--- src/logic/adc_pkg.sv ---
package adc_pkg;
  // ==========================================================
  // Register byte offsets
  localparam logic [7:0] OFS_CTRL      = 8'h00;
  localparam logic [7:0] OFS_CLOCK     = 8'h04;
  localparam logic [7:0] OFS_DETECT    = 8'h08;
  localparam logic [7:0] OFS_WINDOW    = 8'h0C;
  localparam logic [7:0] OFS_THRESHOLD = 8'h10;
  localparam logic [7:0] OFS_STATUS    = 8'h14;
  localparam logic [7:0] OFS_CRC       = 8'h18;
  localparam logic [7:0] OFS_CH0       = 8'h20;
  localparam logic [7:0] OFS_CH3       = 8'h2C;
  // ==========================================================
  // Field positions
  localparam int CTRL_DETECT_BIT   = 0;
  localparam int CTRL_CRC_INIT_BIT = 1;
  localparam int CTRL_WAKE_BIT     = 2;
  localparam int DET_EN_BIT        = 0;
  localparam int DET_ALL_BIT       = 1;
  localparam int DET_CNT_LSB       = 8;
  localparam int CLK_CHEN_LSB      = 16;
  // ==========================================================
  // Reset values and constants
  localparam logic [15:0] OSR_RST       = 16'h0200;
  localparam logic [3:0]  CHEN_RST      = 4'hF;
  localparam logic [7:0]  DET_CNT_RST   = 8'h08;
  localparam logic [15:0] WINDOW_RST    = 16'h0100;
  localparam logic [23:0] THRESHOLD_RST = 24'h013880;
  localparam logic [15:0] CRC_INIT      = 16'hFFFF;
  localparam logic [15:0] CRC_POLY      = 16'h1021;
  localparam int          WORD_BITS     = 24;
  localparam int          NUM_CH        = 4;

  typedef enum {ST_NORMAL, ST_DETECT, ST_STANDBY} adc_state_e;

  typedef struct packed {
    logic [3:0]  ch_en;
    logic [15:0] oversampling_ratio;
  } adc_clock_s;

  typedef struct packed {
    logic        en;
    logic        all_ch;
    logic [7:0]  exceed_cnt;
    logic [15:0] window_len;
    logic [23:0] threshold;
  } adc_detect_s;
endpackage

--- src/logic/adc_core.sv ---
// Design decisions made here: the APB slave port and the register addresses.
`timescale 1ns/10ps
// Summary of operation
// - Words are 24 bits and frames carry a 16-bit CCITT CRC.
// - Ready line goes low with results, high when none, after most lagging channel.
// - Detection trips when enabled channels exceed threshold enough times in window.
// - Window length bounds detection activity before returning to standby.
// - Input clock halves to modulator clock; one sample per ratio cycles.
module adc_core #(
  parameter int NUM_CH = adc_pkg::NUM_CH,
  parameter int WBITS  = adc_pkg::WORD_BITS
) (
  input  wire logic                    MCLK_IN,
  input  wire logic                    RST_IN,
  input  wire logic                    PSEL_IN,
  input  wire logic                    PENABLE_IN,
  input  wire logic                    PWRITE_IN,
  input  wire logic [7:0]              PADDR_IN,
  input  wire logic [31:0]             PWDATA_IN,
  output logic      [31:0]             PRDATA_OUT,
  output logic                         PREADY_OUT,
  output logic                         PSLVERR_OUT,
  input  wire logic                    CONVERTER_CLOCK_IN,
  input  wire logic [NUM_CH*WBITS-1:0] CH_DATA_IN,
  output logic                         SAMPLE_READY_N_OUT
);
  // ==========================================================
  // Functions
  function automatic logic [15:0] crc_word(input logic [15:0] c, input logic [23:0] w);
    logic [15:0] r;
    r = c;
    for (int i = 23; i >= 0; i--) begin
      r = (r[15] ^ w[i]) ? ({r[14:0], 1'b0} ^ adc_pkg::CRC_POLY) : {r[14:0], 1'b0};
    end
    return r;
  endfunction
  function automatic logic [23:0] mag(input logic [23:0] v);
    return v[23] ? (~v + 24'h000001) : v;
  endfunction
  // ==========================================================
  // Bus decode
  logic                    wr_en;
  logic                    rd_en;
  logic                    mapped;
  adc_pkg::adc_clock_s     clk_cfg_q;
  adc_pkg::adc_detect_s    det_cfg_q;
  adc_pkg::adc_state_e     state_q;
  logic [15:0]             crc_q;
  logic                    ready_q;
  logic                    tamper_q;
  logic [WBITS-1:0]        chan_q [NUM_CH];
  assign wr_en      = PSEL_IN & PENABLE_IN & PWRITE_IN;
  assign rd_en      = PSEL_IN & PENABLE_IN & ~PWRITE_IN;
  assign mapped     = (PADDR_IN <= adc_pkg::OFS_CRC || (PADDR_IN >= adc_pkg::OFS_CH0
                      && PADDR_IN <= adc_pkg::OFS_CH3)) && PADDR_IN[1:0] == 2'b00;
  assign PREADY_OUT  = 1'b1;
  assign PSLVERR_OUT = PSEL_IN & PENABLE_IN & ~mapped;
  logic ctrl_wr;
  logic crc_init_wr;
  logic crc_data_wr;
  logic detect_go;
  logic wake_go;
  logic ready_clr;
  assign ctrl_wr     = wr_en && PADDR_IN == adc_pkg::OFS_CTRL;
  assign crc_init_wr = ctrl_wr && PWDATA_IN[adc_pkg::CTRL_CRC_INIT_BIT];
  assign detect_go   = ctrl_wr && PWDATA_IN[adc_pkg::CTRL_DETECT_BIT];
  assign wake_go     = ctrl_wr && PWDATA_IN[adc_pkg::CTRL_WAKE_BIT];
  assign crc_data_wr = wr_en && PADDR_IN == adc_pkg::OFS_CRC;
  assign ready_clr   = rd_en && PADDR_IN == adc_pkg::OFS_CH3;
  always_ff @(posedge MCLK_IN) begin
    if (RST_IN) begin
      clk_cfg_q <= '{ch_en: adc_pkg::CHEN_RST, oversampling_ratio: adc_pkg::OSR_RST};
      det_cfg_q <= '{en: 1'b0, all_ch: 1'b0, exceed_cnt: adc_pkg::DET_CNT_RST,
                     window_len: adc_pkg::WINDOW_RST, threshold: adc_pkg::THRESHOLD_RST};
    end else if (wr_en) begin
      case (PADDR_IN)
        adc_pkg::OFS_CLOCK: begin
          clk_cfg_q.oversampling_ratio   <= PWDATA_IN[15:0];
          clk_cfg_q.ch_en <= PWDATA_IN[adc_pkg::CLK_CHEN_LSB +: 4];
        end
        adc_pkg::OFS_DETECT: begin
          det_cfg_q.en         <= PWDATA_IN[adc_pkg::DET_EN_BIT];
          det_cfg_q.all_ch     <= PWDATA_IN[adc_pkg::DET_ALL_BIT];
          det_cfg_q.exceed_cnt <= PWDATA_IN[adc_pkg::DET_CNT_LSB +: 8];
        end
        adc_pkg::OFS_WINDOW:    det_cfg_q.window_len <= PWDATA_IN[15:0];
        adc_pkg::OFS_THRESHOLD: det_cfg_q.threshold  <= PWDATA_IN[23:0];
        default: ;
      endcase
    end
  end
  // ==========================================================
  // CRC engine over 24-bit words
  always_ff @(posedge MCLK_IN) begin
    if (RST_IN || crc_init_wr) begin
      crc_q <= adc_pkg::CRC_INIT;
    end else if (crc_data_wr) begin
      crc_q <= crc_word(crc_q, PWDATA_IN[WBITS-1:0]);
    end
  end
  // ==========================================================
  // Converter clock sampling and division
  logic        cclk_s1_q;
  logic        cclk_s2_q;
  logic        cclk_s3_q;
  logic        div_q;
  logic [15:0] mod_cnt_q;
  logic        cclk_rise;
  logic        mod_tick;
  logic        sample_tick;
  assign cclk_rise   = cclk_s2_q & ~cclk_s3_q;
  assign mod_tick    = cclk_rise & div_q;
  assign sample_tick = mod_tick && mod_cnt_q == clk_cfg_q.oversampling_ratio - 16'h0001;
  always_ff @(posedge MCLK_IN) begin
    if (RST_IN) begin
      cclk_s1_q <= 1'b0;
      cclk_s2_q <= 1'b0;
      cclk_s3_q <= 1'b0;
    end else begin
      cclk_s1_q <= CONVERTER_CLOCK_IN;
      cclk_s2_q <= cclk_s1_q;
      cclk_s3_q <= cclk_s2_q;
    end
  end
  always_ff @(posedge MCLK_IN) begin
    if (RST_IN) begin
      div_q     <= 1'b0;
      mod_cnt_q <= 16'h0000;
    end else begin
      if (cclk_rise) begin
        div_q <= ~div_q;
      end
      if (sample_tick) begin
        mod_cnt_q <= 16'h0000;
      end else if (mod_tick) begin
        mod_cnt_q <= mod_cnt_q + 16'h0001;
      end
    end
  end
  // ==========================================================
  // Sample capture and exceed evaluation
  logic [NUM_CH-1:0] over;
  logic              hit;
  generate
    for (genvar g = 0; g < NUM_CH; g++) begin : g_ch
      assign over[g] = clk_cfg_q.ch_en[g]
                       && mag(CH_DATA_IN[g*WBITS +: WBITS]) > det_cfg_q.threshold;
      always_ff @(posedge MCLK_IN) begin
        if (RST_IN) begin
          chan_q[g] <= '0;
        end else if (sample_tick && clk_cfg_q.ch_en[g]) begin
          chan_q[g] <= CH_DATA_IN[g*WBITS +: WBITS];
        end
      end
    end
  endgenerate
  assign hit = det_cfg_q.all_ch ? (over == clk_cfg_q.ch_en && over != '0) : |over;
  // ==========================================================
  // Mode control and detection window
  logic [15:0] win_cnt_q;
  logic [7:0]  hit_cnt_q;
  logic        trip;
  logic        win_end;
  assign trip    = state_q == adc_pkg::ST_DETECT && sample_tick && hit
                   && hit_cnt_q + 8'h01 >= det_cfg_q.exceed_cnt;
  assign win_end = state_q == adc_pkg::ST_DETECT && sample_tick
                   && win_cnt_q + 16'h0001 >= det_cfg_q.window_len;
  always_ff @(posedge MCLK_IN) begin
    if (RST_IN) begin
      state_q   <= adc_pkg::ST_NORMAL;
      win_cnt_q <= 16'h0000;
      hit_cnt_q <= 8'h00;
      tamper_q  <= 1'b0;
    end else begin
      case (state_q)
        adc_pkg::ST_NORMAL: begin
          if (detect_go && det_cfg_q.en) begin
            state_q   <= adc_pkg::ST_DETECT;
            win_cnt_q <= 16'h0000;
            hit_cnt_q <= 8'h00;
            tamper_q  <= 1'b0;
          end
        end
        adc_pkg::ST_DETECT: begin
          if (trip || win_end) begin
            state_q  <= adc_pkg::ST_STANDBY;
            tamper_q <= trip;
          end else if (sample_tick) begin
            win_cnt_q <= win_cnt_q + 16'h0001;
            if (hit) begin
              hit_cnt_q <= hit_cnt_q + 8'h01;
            end
          end
        end
        adc_pkg::ST_STANDBY: begin
          if (wake_go) begin
            state_q <= adc_pkg::ST_NORMAL;
          end else if (detect_go && det_cfg_q.en) begin
            state_q   <= adc_pkg::ST_DETECT;
            win_cnt_q <= 16'h0000;
            hit_cnt_q <= 8'h00;
            tamper_q  <= 1'b0;
          end
        end
        default: state_q <= adc_pkg::ST_NORMAL;
      endcase
    end
  end
  // ==========================================================
  // Sample-ready line: set wins over the clearing read
  logic ready_set;
  assign ready_set = (state_q == adc_pkg::ST_NORMAL && sample_tick
                      && clk_cfg_q.ch_en != 4'h0) || trip;
  always_ff @(posedge MCLK_IN) begin
    if (RST_IN) begin
      ready_q <= 1'b0;
    end else if (ready_set) begin
      ready_q <= 1'b1;
    end else if (ready_clr) begin
      ready_q <= 1'b0;
    end
  end
  assign SAMPLE_READY_N_OUT = ~ready_q;
  // ==========================================================
  // Read data
  always_ff @(posedge MCLK_IN) begin
    if (RST_IN) begin
      PRDATA_OUT <= 32'h00000000;
    end else if (PSEL_IN && !PENABLE_IN && !PWRITE_IN) begin
      case (PADDR_IN)
        adc_pkg::OFS_CLOCK:     PRDATA_OUT <= {12'h000, clk_cfg_q.ch_en, clk_cfg_q.oversampling_ratio};
        adc_pkg::OFS_DETECT:    PRDATA_OUT <= {16'h0000, det_cfg_q.exceed_cnt, 6'h00,
                                               det_cfg_q.all_ch, det_cfg_q.en};
        adc_pkg::OFS_WINDOW:    PRDATA_OUT <= {16'h0000, det_cfg_q.window_len};
        adc_pkg::OFS_THRESHOLD: PRDATA_OUT <= {8'h00, det_cfg_q.threshold};
        adc_pkg::OFS_STATUS:    PRDATA_OUT <= {24'h000000, hit_cnt_q[3:0], tamper_q,
                                               ready_q, state_q == adc_pkg::ST_STANDBY,
                                               state_q == adc_pkg::ST_DETECT};
        adc_pkg::OFS_CRC:       PRDATA_OUT <= {16'h0000, crc_q};
        8'h20, 8'h24, 8'h28, 8'h2C:
          PRDATA_OUT <= {8'h00, chan_q[PADDR_IN[3:2]]};
        default:                PRDATA_OUT <= 32'h00000000;
      endcase
    end
  end
  // ==========================================================
  // Checks
  AST_DIV_HALF: assert property (@(posedge MCLK_IN) disable iff (RST_IN)
    cclk_rise |=> div_q != $past(div_q))
    else $error("modulator divider did not toggle on input edge");
  AST_OSR_COUNT: assert property (@(posedge MCLK_IN) disable iff (RST_IN)
    sample_tick |=> mod_cnt_q == 16'h0000)
    else $error("modulator count not restarted at sample");
  AST_OSR_LIMIT: assert property (@(posedge MCLK_IN) disable iff (RST_IN)
    mod_cnt_q < clk_cfg_q.oversampling_ratio || $changed(clk_cfg_q))
    else $error("modulator count beyond ratio");
  AST_READY_LOW: assert property (@(posedge MCLK_IN) disable iff (RST_IN)
    ready_set |=> !SAMPLE_READY_N_OUT)
    else $error("ready line not low after result");
  AST_READY_HIGH: assert property (@(posedge MCLK_IN) disable iff (RST_IN)
    ready_clr && !ready_set |=> SAMPLE_READY_N_OUT)
    else $error("ready line not high after read");
  AST_TRIP: assert property (@(posedge MCLK_IN) disable iff (RST_IN)
    trip |=> state_q == adc_pkg::ST_STANDBY && tamper_q && !SAMPLE_READY_N_OUT)
    else $error("detection trip not signalled");
  AST_WINDOW: assert property (@(posedge MCLK_IN) disable iff (RST_IN)
    state_q == adc_pkg::ST_DETECT |-> win_cnt_q < det_cfg_q.window_len || $changed(det_cfg_q))
    else $error("detection outlived window");
  AST_CRC_STEP: assert property (@(posedge MCLK_IN) disable iff (RST_IN)
    crc_data_wr && !crc_init_wr |=> crc_q == crc_word($past(crc_q), $past(PWDATA_IN[23:0])))
    else $error("crc step wrong");
  AST_CRC_INIT: assert property (@(posedge MCLK_IN) disable iff (RST_IN)
    crc_init_wr |=> crc_q == adc_pkg::CRC_INIT)
    else $error("crc not initialised");
  COV_SAMPLE: cover property (@(posedge MCLK_IN) disable iff (RST_IN)
    sample_tick && state_q == adc_pkg::ST_NORMAL);
  COV_TRIP: cover property (@(posedge MCLK_IN) disable iff (RST_IN) trip);
  COV_WINEND: cover property (@(posedge MCLK_IN) disable iff (RST_IN) win_end && !trip);
endmodule

--- config.mk ---
export PLATFORM = sky130hd
export DESIGN_NAME = adc_core
export DESIGN_NICKNAME = d
export VERILOG_FILES = /design/src/logic/adc_pkg.sv /design/src/logic/adc_core.sv
export SDC_FILE = /design/constraint.sdc
export NUM_CORES = 1
export LEC_CHECK = 0
export ABC_AREA = 1
export BUFFER_PORTS_ARGS = -buffer_cell sky130_fd_sc_hd__buf_2
export CELL_PAD_IN_SITES_DETAIL_PLACEMENT = 1
export CELL_PAD_IN_SITES_GLOBAL_PLACEMENT = 1
export CORE_MARGIN = 2
export CORE_UTILIZATION = 45
export CTS_CLUSTER_DIAMETER = 60
export CTS_CLUSTER_SIZE = 20
export DETAILED_ROUTE_END_ITERATION = 10
export GPL_ROUTABILITY_DRIVEN = 0
export PLACE_DENSITY_LB_ADDON = 0.05
export SLEW_MARGIN = 20
export SYNTH_ARGS = -nofsm -noshare
export SYNTH_HDL_FRONTEND = slang
export SYNTH_SLANG_ARGS = --single-unit
--- constraint.sdc ---
create_clock -name MCLK_IN -period 9.65 [get_ports MCLK_IN]
set_input_delay 0.965 -clock MCLK_IN [delete_from_list [all_inputs] [get_ports MCLK_IN]]
set_output_delay 0.965 -clock MCLK_IN [all_outputs]
set_load 0.01 [all_outputs]
==> flow_results.org <==
** Run status
- The flow ran to the end, and the final reports show no timing, DRC or antenna violations.

** Drt
- For this block, the via count after detailed routing is 17222.
- Average via count per standard cell :: 5.54
- After detailed routing, the wire length on met1 is 27.3 mm.
- Met2 Wirelength :: 32.7 mm
- Highest signal layer in the routed design :: met4
- Post-Route WL :: 68.6 mm
- For this run, the detailed router's first-pass iteration total came to 5.
- After detailed routing, the average wire length per cell comes to 22.1 um.
- The routed design uses 3.90 mm of met3 wire.
- Number of nets with antenna violations after routing :: 0
- The first routing iteration left 1401 violations.
- DRC violations left :: 0

** Power
- IR analysis of the VDD net gives a maximum drop of 118 uV.
- Net switching is 30.0% of the power.
- Internal power comes to 2100 uW.
- Static Leak :: 0.00940 uW
- Power comes to 3010 uW.
- The share of total power dissipated in the clock network is 42.3%.
- For this design the total switching power over the nets is 901 uW.
- Per report_power, the sequential group accounts for 42.1% of the total.
- Combinational Power Share :: 15.6%
- Power spread over the standard cell area amounts to 146 mW/mm^2.

** Worst setup path
- Required time of the critical path :: 10120 ps
- Master of the slowest instance on the critical path :: nand2_2
- Worst flop-to-flop path startpoint :: win_cnt_q[0]
- STA classifies the critical path endpoint as a register.
- Combined buffer and inverter count along the critical path :: 3
- The endpoint identified for the worst register-to-register timing path is win_cnt_q[9].
- Among cell families on the critical path, the largest total delay comes from simple AND/OR/NAND/NOR gates.
- Among the stages of the critical path, the cell type that occurs most often is nand2_1.
- Arrival time at the worst endpoint :: 6220 ps
- Maximum single-stage delay on the critical path :: 350 ps
- Register-to-register setup slack :: 5480 ps
- Counting cells, the worst reg-to-reg path comes to 19.
- Type of the worst setup path :: in2reg
- STA classifies the critical path startpoint as an input port.
- Along the worst path, the maximum fanout reaches 18.

** Floorplan
- Overall die area :: 0.0419 mm^2
- The initialized floorplan defines 73 standard-cell rows.
- Die span in y :: 205 um
- Once the floorplan was initialized, standard cells occupied 45.6% of the core.
- The floorplan step defined a core boundary enclosing 0.0397 mm^2.
- Overall die width :: 205 um
- During I/O placement, the number of pins put on the boundary was 177.

** Global routing
- Number of antenna violations at the first check in global routing :: 0
- The first global-routing pass estimated 102 mm of wire.
- Entering global routing, the biggest net connects 84 pins.
- GRT overflow :: 0
- Tot GR Track Use :: 32.5%
- The number of global-route vias before repair came to 17634.

** Final layout
- Fill cells in the final layout number 5062.
- Non-Filler Cell Area, Final :: 0.0206 mm^2
- The repair_antennas step left the layout with diodes totalling 0.
- Register area :: 0.00665 mm^2
- After the last flow step, the layout net total stands at 2827.
- The post-route netlist has 10.8% of its cells at a drive strength greater than 1.
- From synthesis to final layout, the design area changed by 13.6%.
- The count of cells in the finished layout, fillers not included, comes to 3106.
- Multi-input logic area :: 0.0101 mm^2

** Clocking
- After clock tree synthesis, the clock-pin slew on the worst setup and hold paths is 70 ps.
- Buffers inserted during clock tree synthesis total 31.
- Hold-fix buffer count after cts :: 0
- Number of H-tree branching levels :: 1
- Clock latency of the later-clocked register in the worst-skew pair :: 590 ps
- Root Buffer Master :: clkbuf_16
- Gates resized during post-CTS repair numbered 0.
- Maximum count of clock buffers along a single path :: 3
- TritonCTS clock tree :: built
- CTS saw 284 sinks.
- Setup bufs post-CTS :: 0

** Synth
- Among all flip-flop cells after synthesis, the most frequent one is dfxtp_1.
- Most frequent cell after synthesis :: nand2_1
- Asr flop ratio synth :: 0%
- Cell types with the highest counts after synthesis :: 416 x nand2_1, 331 x nor2_1, 308 x inv_1, 188 x dfxtp_1
- Post-Synthesis Cells :: 2395
- After synthesis, the cell types taking the most area are dfxtp_1 21%, edfxtp_1 16%, ha_1 8.8%.
- Yosys printed 0 warnings.
- The mapped netlist covers 0.0181 mm^2.
- A synthesized cell averages 7.57 um^2.
- The synthesized design contains 96 enable-type register cells.
- Sequential element share of the synthesized area :: 36.7%
- Of all cell types, the one taking the most synthesized area is dfxtp_1.
- In this run, synthesis produced a sequential element count of 284.
- In this run the biggest area consumer among cell types represents 20.8% of the synthesized area.
- Unique cell type count in the Yosys netlist :: 53

** STA
- In this run the tightest slew margin relative to its limit is 33.6%.
- Final setup violation count :: 0
- The routed design could run at a clock period as short as 5750 ps.
- After routing, the total negative slack on setup checks comes to 0 ps.
- RSZ-0062 raised after global routing :: no
- The total count of max-transition violations in the final report came to 0.
- Final critical-path share of the clock period :: 59.6%
- Layout Skew :: 19.3 ps
- Final Hold Fails :: 0
- Max Freq :: 174 MHz
- For the pin with the worst max-slew slack, the measured transition is 993 ps.

** Placement
- Summing all placed instances gives a cell area of 0.0195 mm^2.
- Port buffering added 159 buffers.
- Detailed placement finished with a half-perimeter wire length of 52.9 mm.
- In this run, placement finished with an instance count of 3049.

** Worst hold path
- Along the worst hold path, the cell count comes to 2.
- Min-delay src :: cclk_s1_q
- The path class of the tightest hold or removal check is reg2reg.
- The path with the worst hold slack has its endpoint at cclk_s2_q.

** Run
- The tool flagged a number of max-cap violations equal to 0.
-- worst max-delay path by stage --
stage                   startpoint            end  depth (start not counted)
finish               CH_DATA_IN[2]   win_cnt_q[9]                         32
CTS                  CH_DATA_IN[2]   win_cnt_q[9]                         32
floorplan            CH_DATA_IN[0]  win_cnt_q[11]                         33
global route         CH_DATA_IN[1]   win_cnt_q[9]                         32
detailed placement  CH_DATA_IN[48]   win_cnt_q[9]                         32
global placement    CH_DATA_IN[48]   win_cnt_q[1]                         32
-- power by group through the flow --
stage                     clock network [uW]  logic (uW)  registers [uW]
after global placement                     0         438            1290
final                                   1270         468            1270
after CTS                               1290         463            1270
after detailed placement                   0         458            1290
after global routing                    1330         519            1270
after floorplan                            0         310            1290
-- per-layer routing --
layer / GRT usage [%] / up-vias
li1: - / 8177
met1: 38.6 / 8253
met2: 56.1 / 588
met3: 3.88 / 204
met4: 20.1 / 0
met5: 0 / -
-- logic make-up after synthesis --
kind of cell,Yosys count,synth area share (%)
compound gates,417,13.4
xor+xnor,189,10.0
fa+ha+maj,128,8.84
buf+inv,403,8.69
flops,284,36.7
other cells,2,0.0414
simple gates,972,22.3
-- flip-flops by register name (all words and copies together), names as in the netlist, 8 cells and up --
name        cells
clk_cfg_q      20
state_q        32
det_cfg_q      50
PRDATA_OUT     24
win_cnt_q      16
chan_q         96
mod_cnt_q      16
hit_cnt_q       8
crc_q          16
-- area by class of cell --
| cell class | count | area share [%] |
|---|---|---|
| multi-input combinational | 1745 | 49.1 |
| sequential | 284 | 32.3 |
| inverter | 326 | 5.94 |
| timing repair buffer | 169 | 4.23 |
| clock buffer | 34 | 3.87 |
| tap | 525 | 3.19 |
| clock inverter | 23 | 1.41 |
-- worst register-to-register path, cell delays in order (launching register included) --
cell     delay (ps)
dfxtp_1         450
nand3_1         180
nor3_1          280
nand2_1          90
nor3_1          260
nand3_1         170
nor2_1          210
nand3_1         120
xor2_1          200
inv_1            70
ha_1            290
a21oi_1         150
o21ai_0         170
nor2_1          250
nand3_1         180
nand2_1         190
nand2_2         280
inv_2           360
nor2_1           80
nor2_1          120
-- through the flow --
step,util [%],setup WS (ps),hold slack (ps)
global placement,49.0,3650,396
finish,51.8,3900,412
global route,51.8,3410,446
floorplan,-,4990,388
CTS,51.8,4040,420
detailed placement,49.0,3460,407
-- layout by cell type, fill, tap and decap left out, types with 18 or more instances in the layout --
cell type	Yosys	final
a21oi_1	152	152
a22oi_1	19	19
buf_2	4	159
clkbuf_16	0	31
conb_1	2	39
dfxtp_1	188	188
edfxtp_1	96	96
ha_1	128	128
inv_1	308	307
nand2_1	416	416
nand3_1	106	106
nand4_1	29	29
nor2_1	331	329
nor3_1	49	48
o211ai_1	20	20
o21ai_0	118	114
xnor2_1	18	18
xor2_1	152	152
No activity file was read; power rests on OpenSTA's default activity.
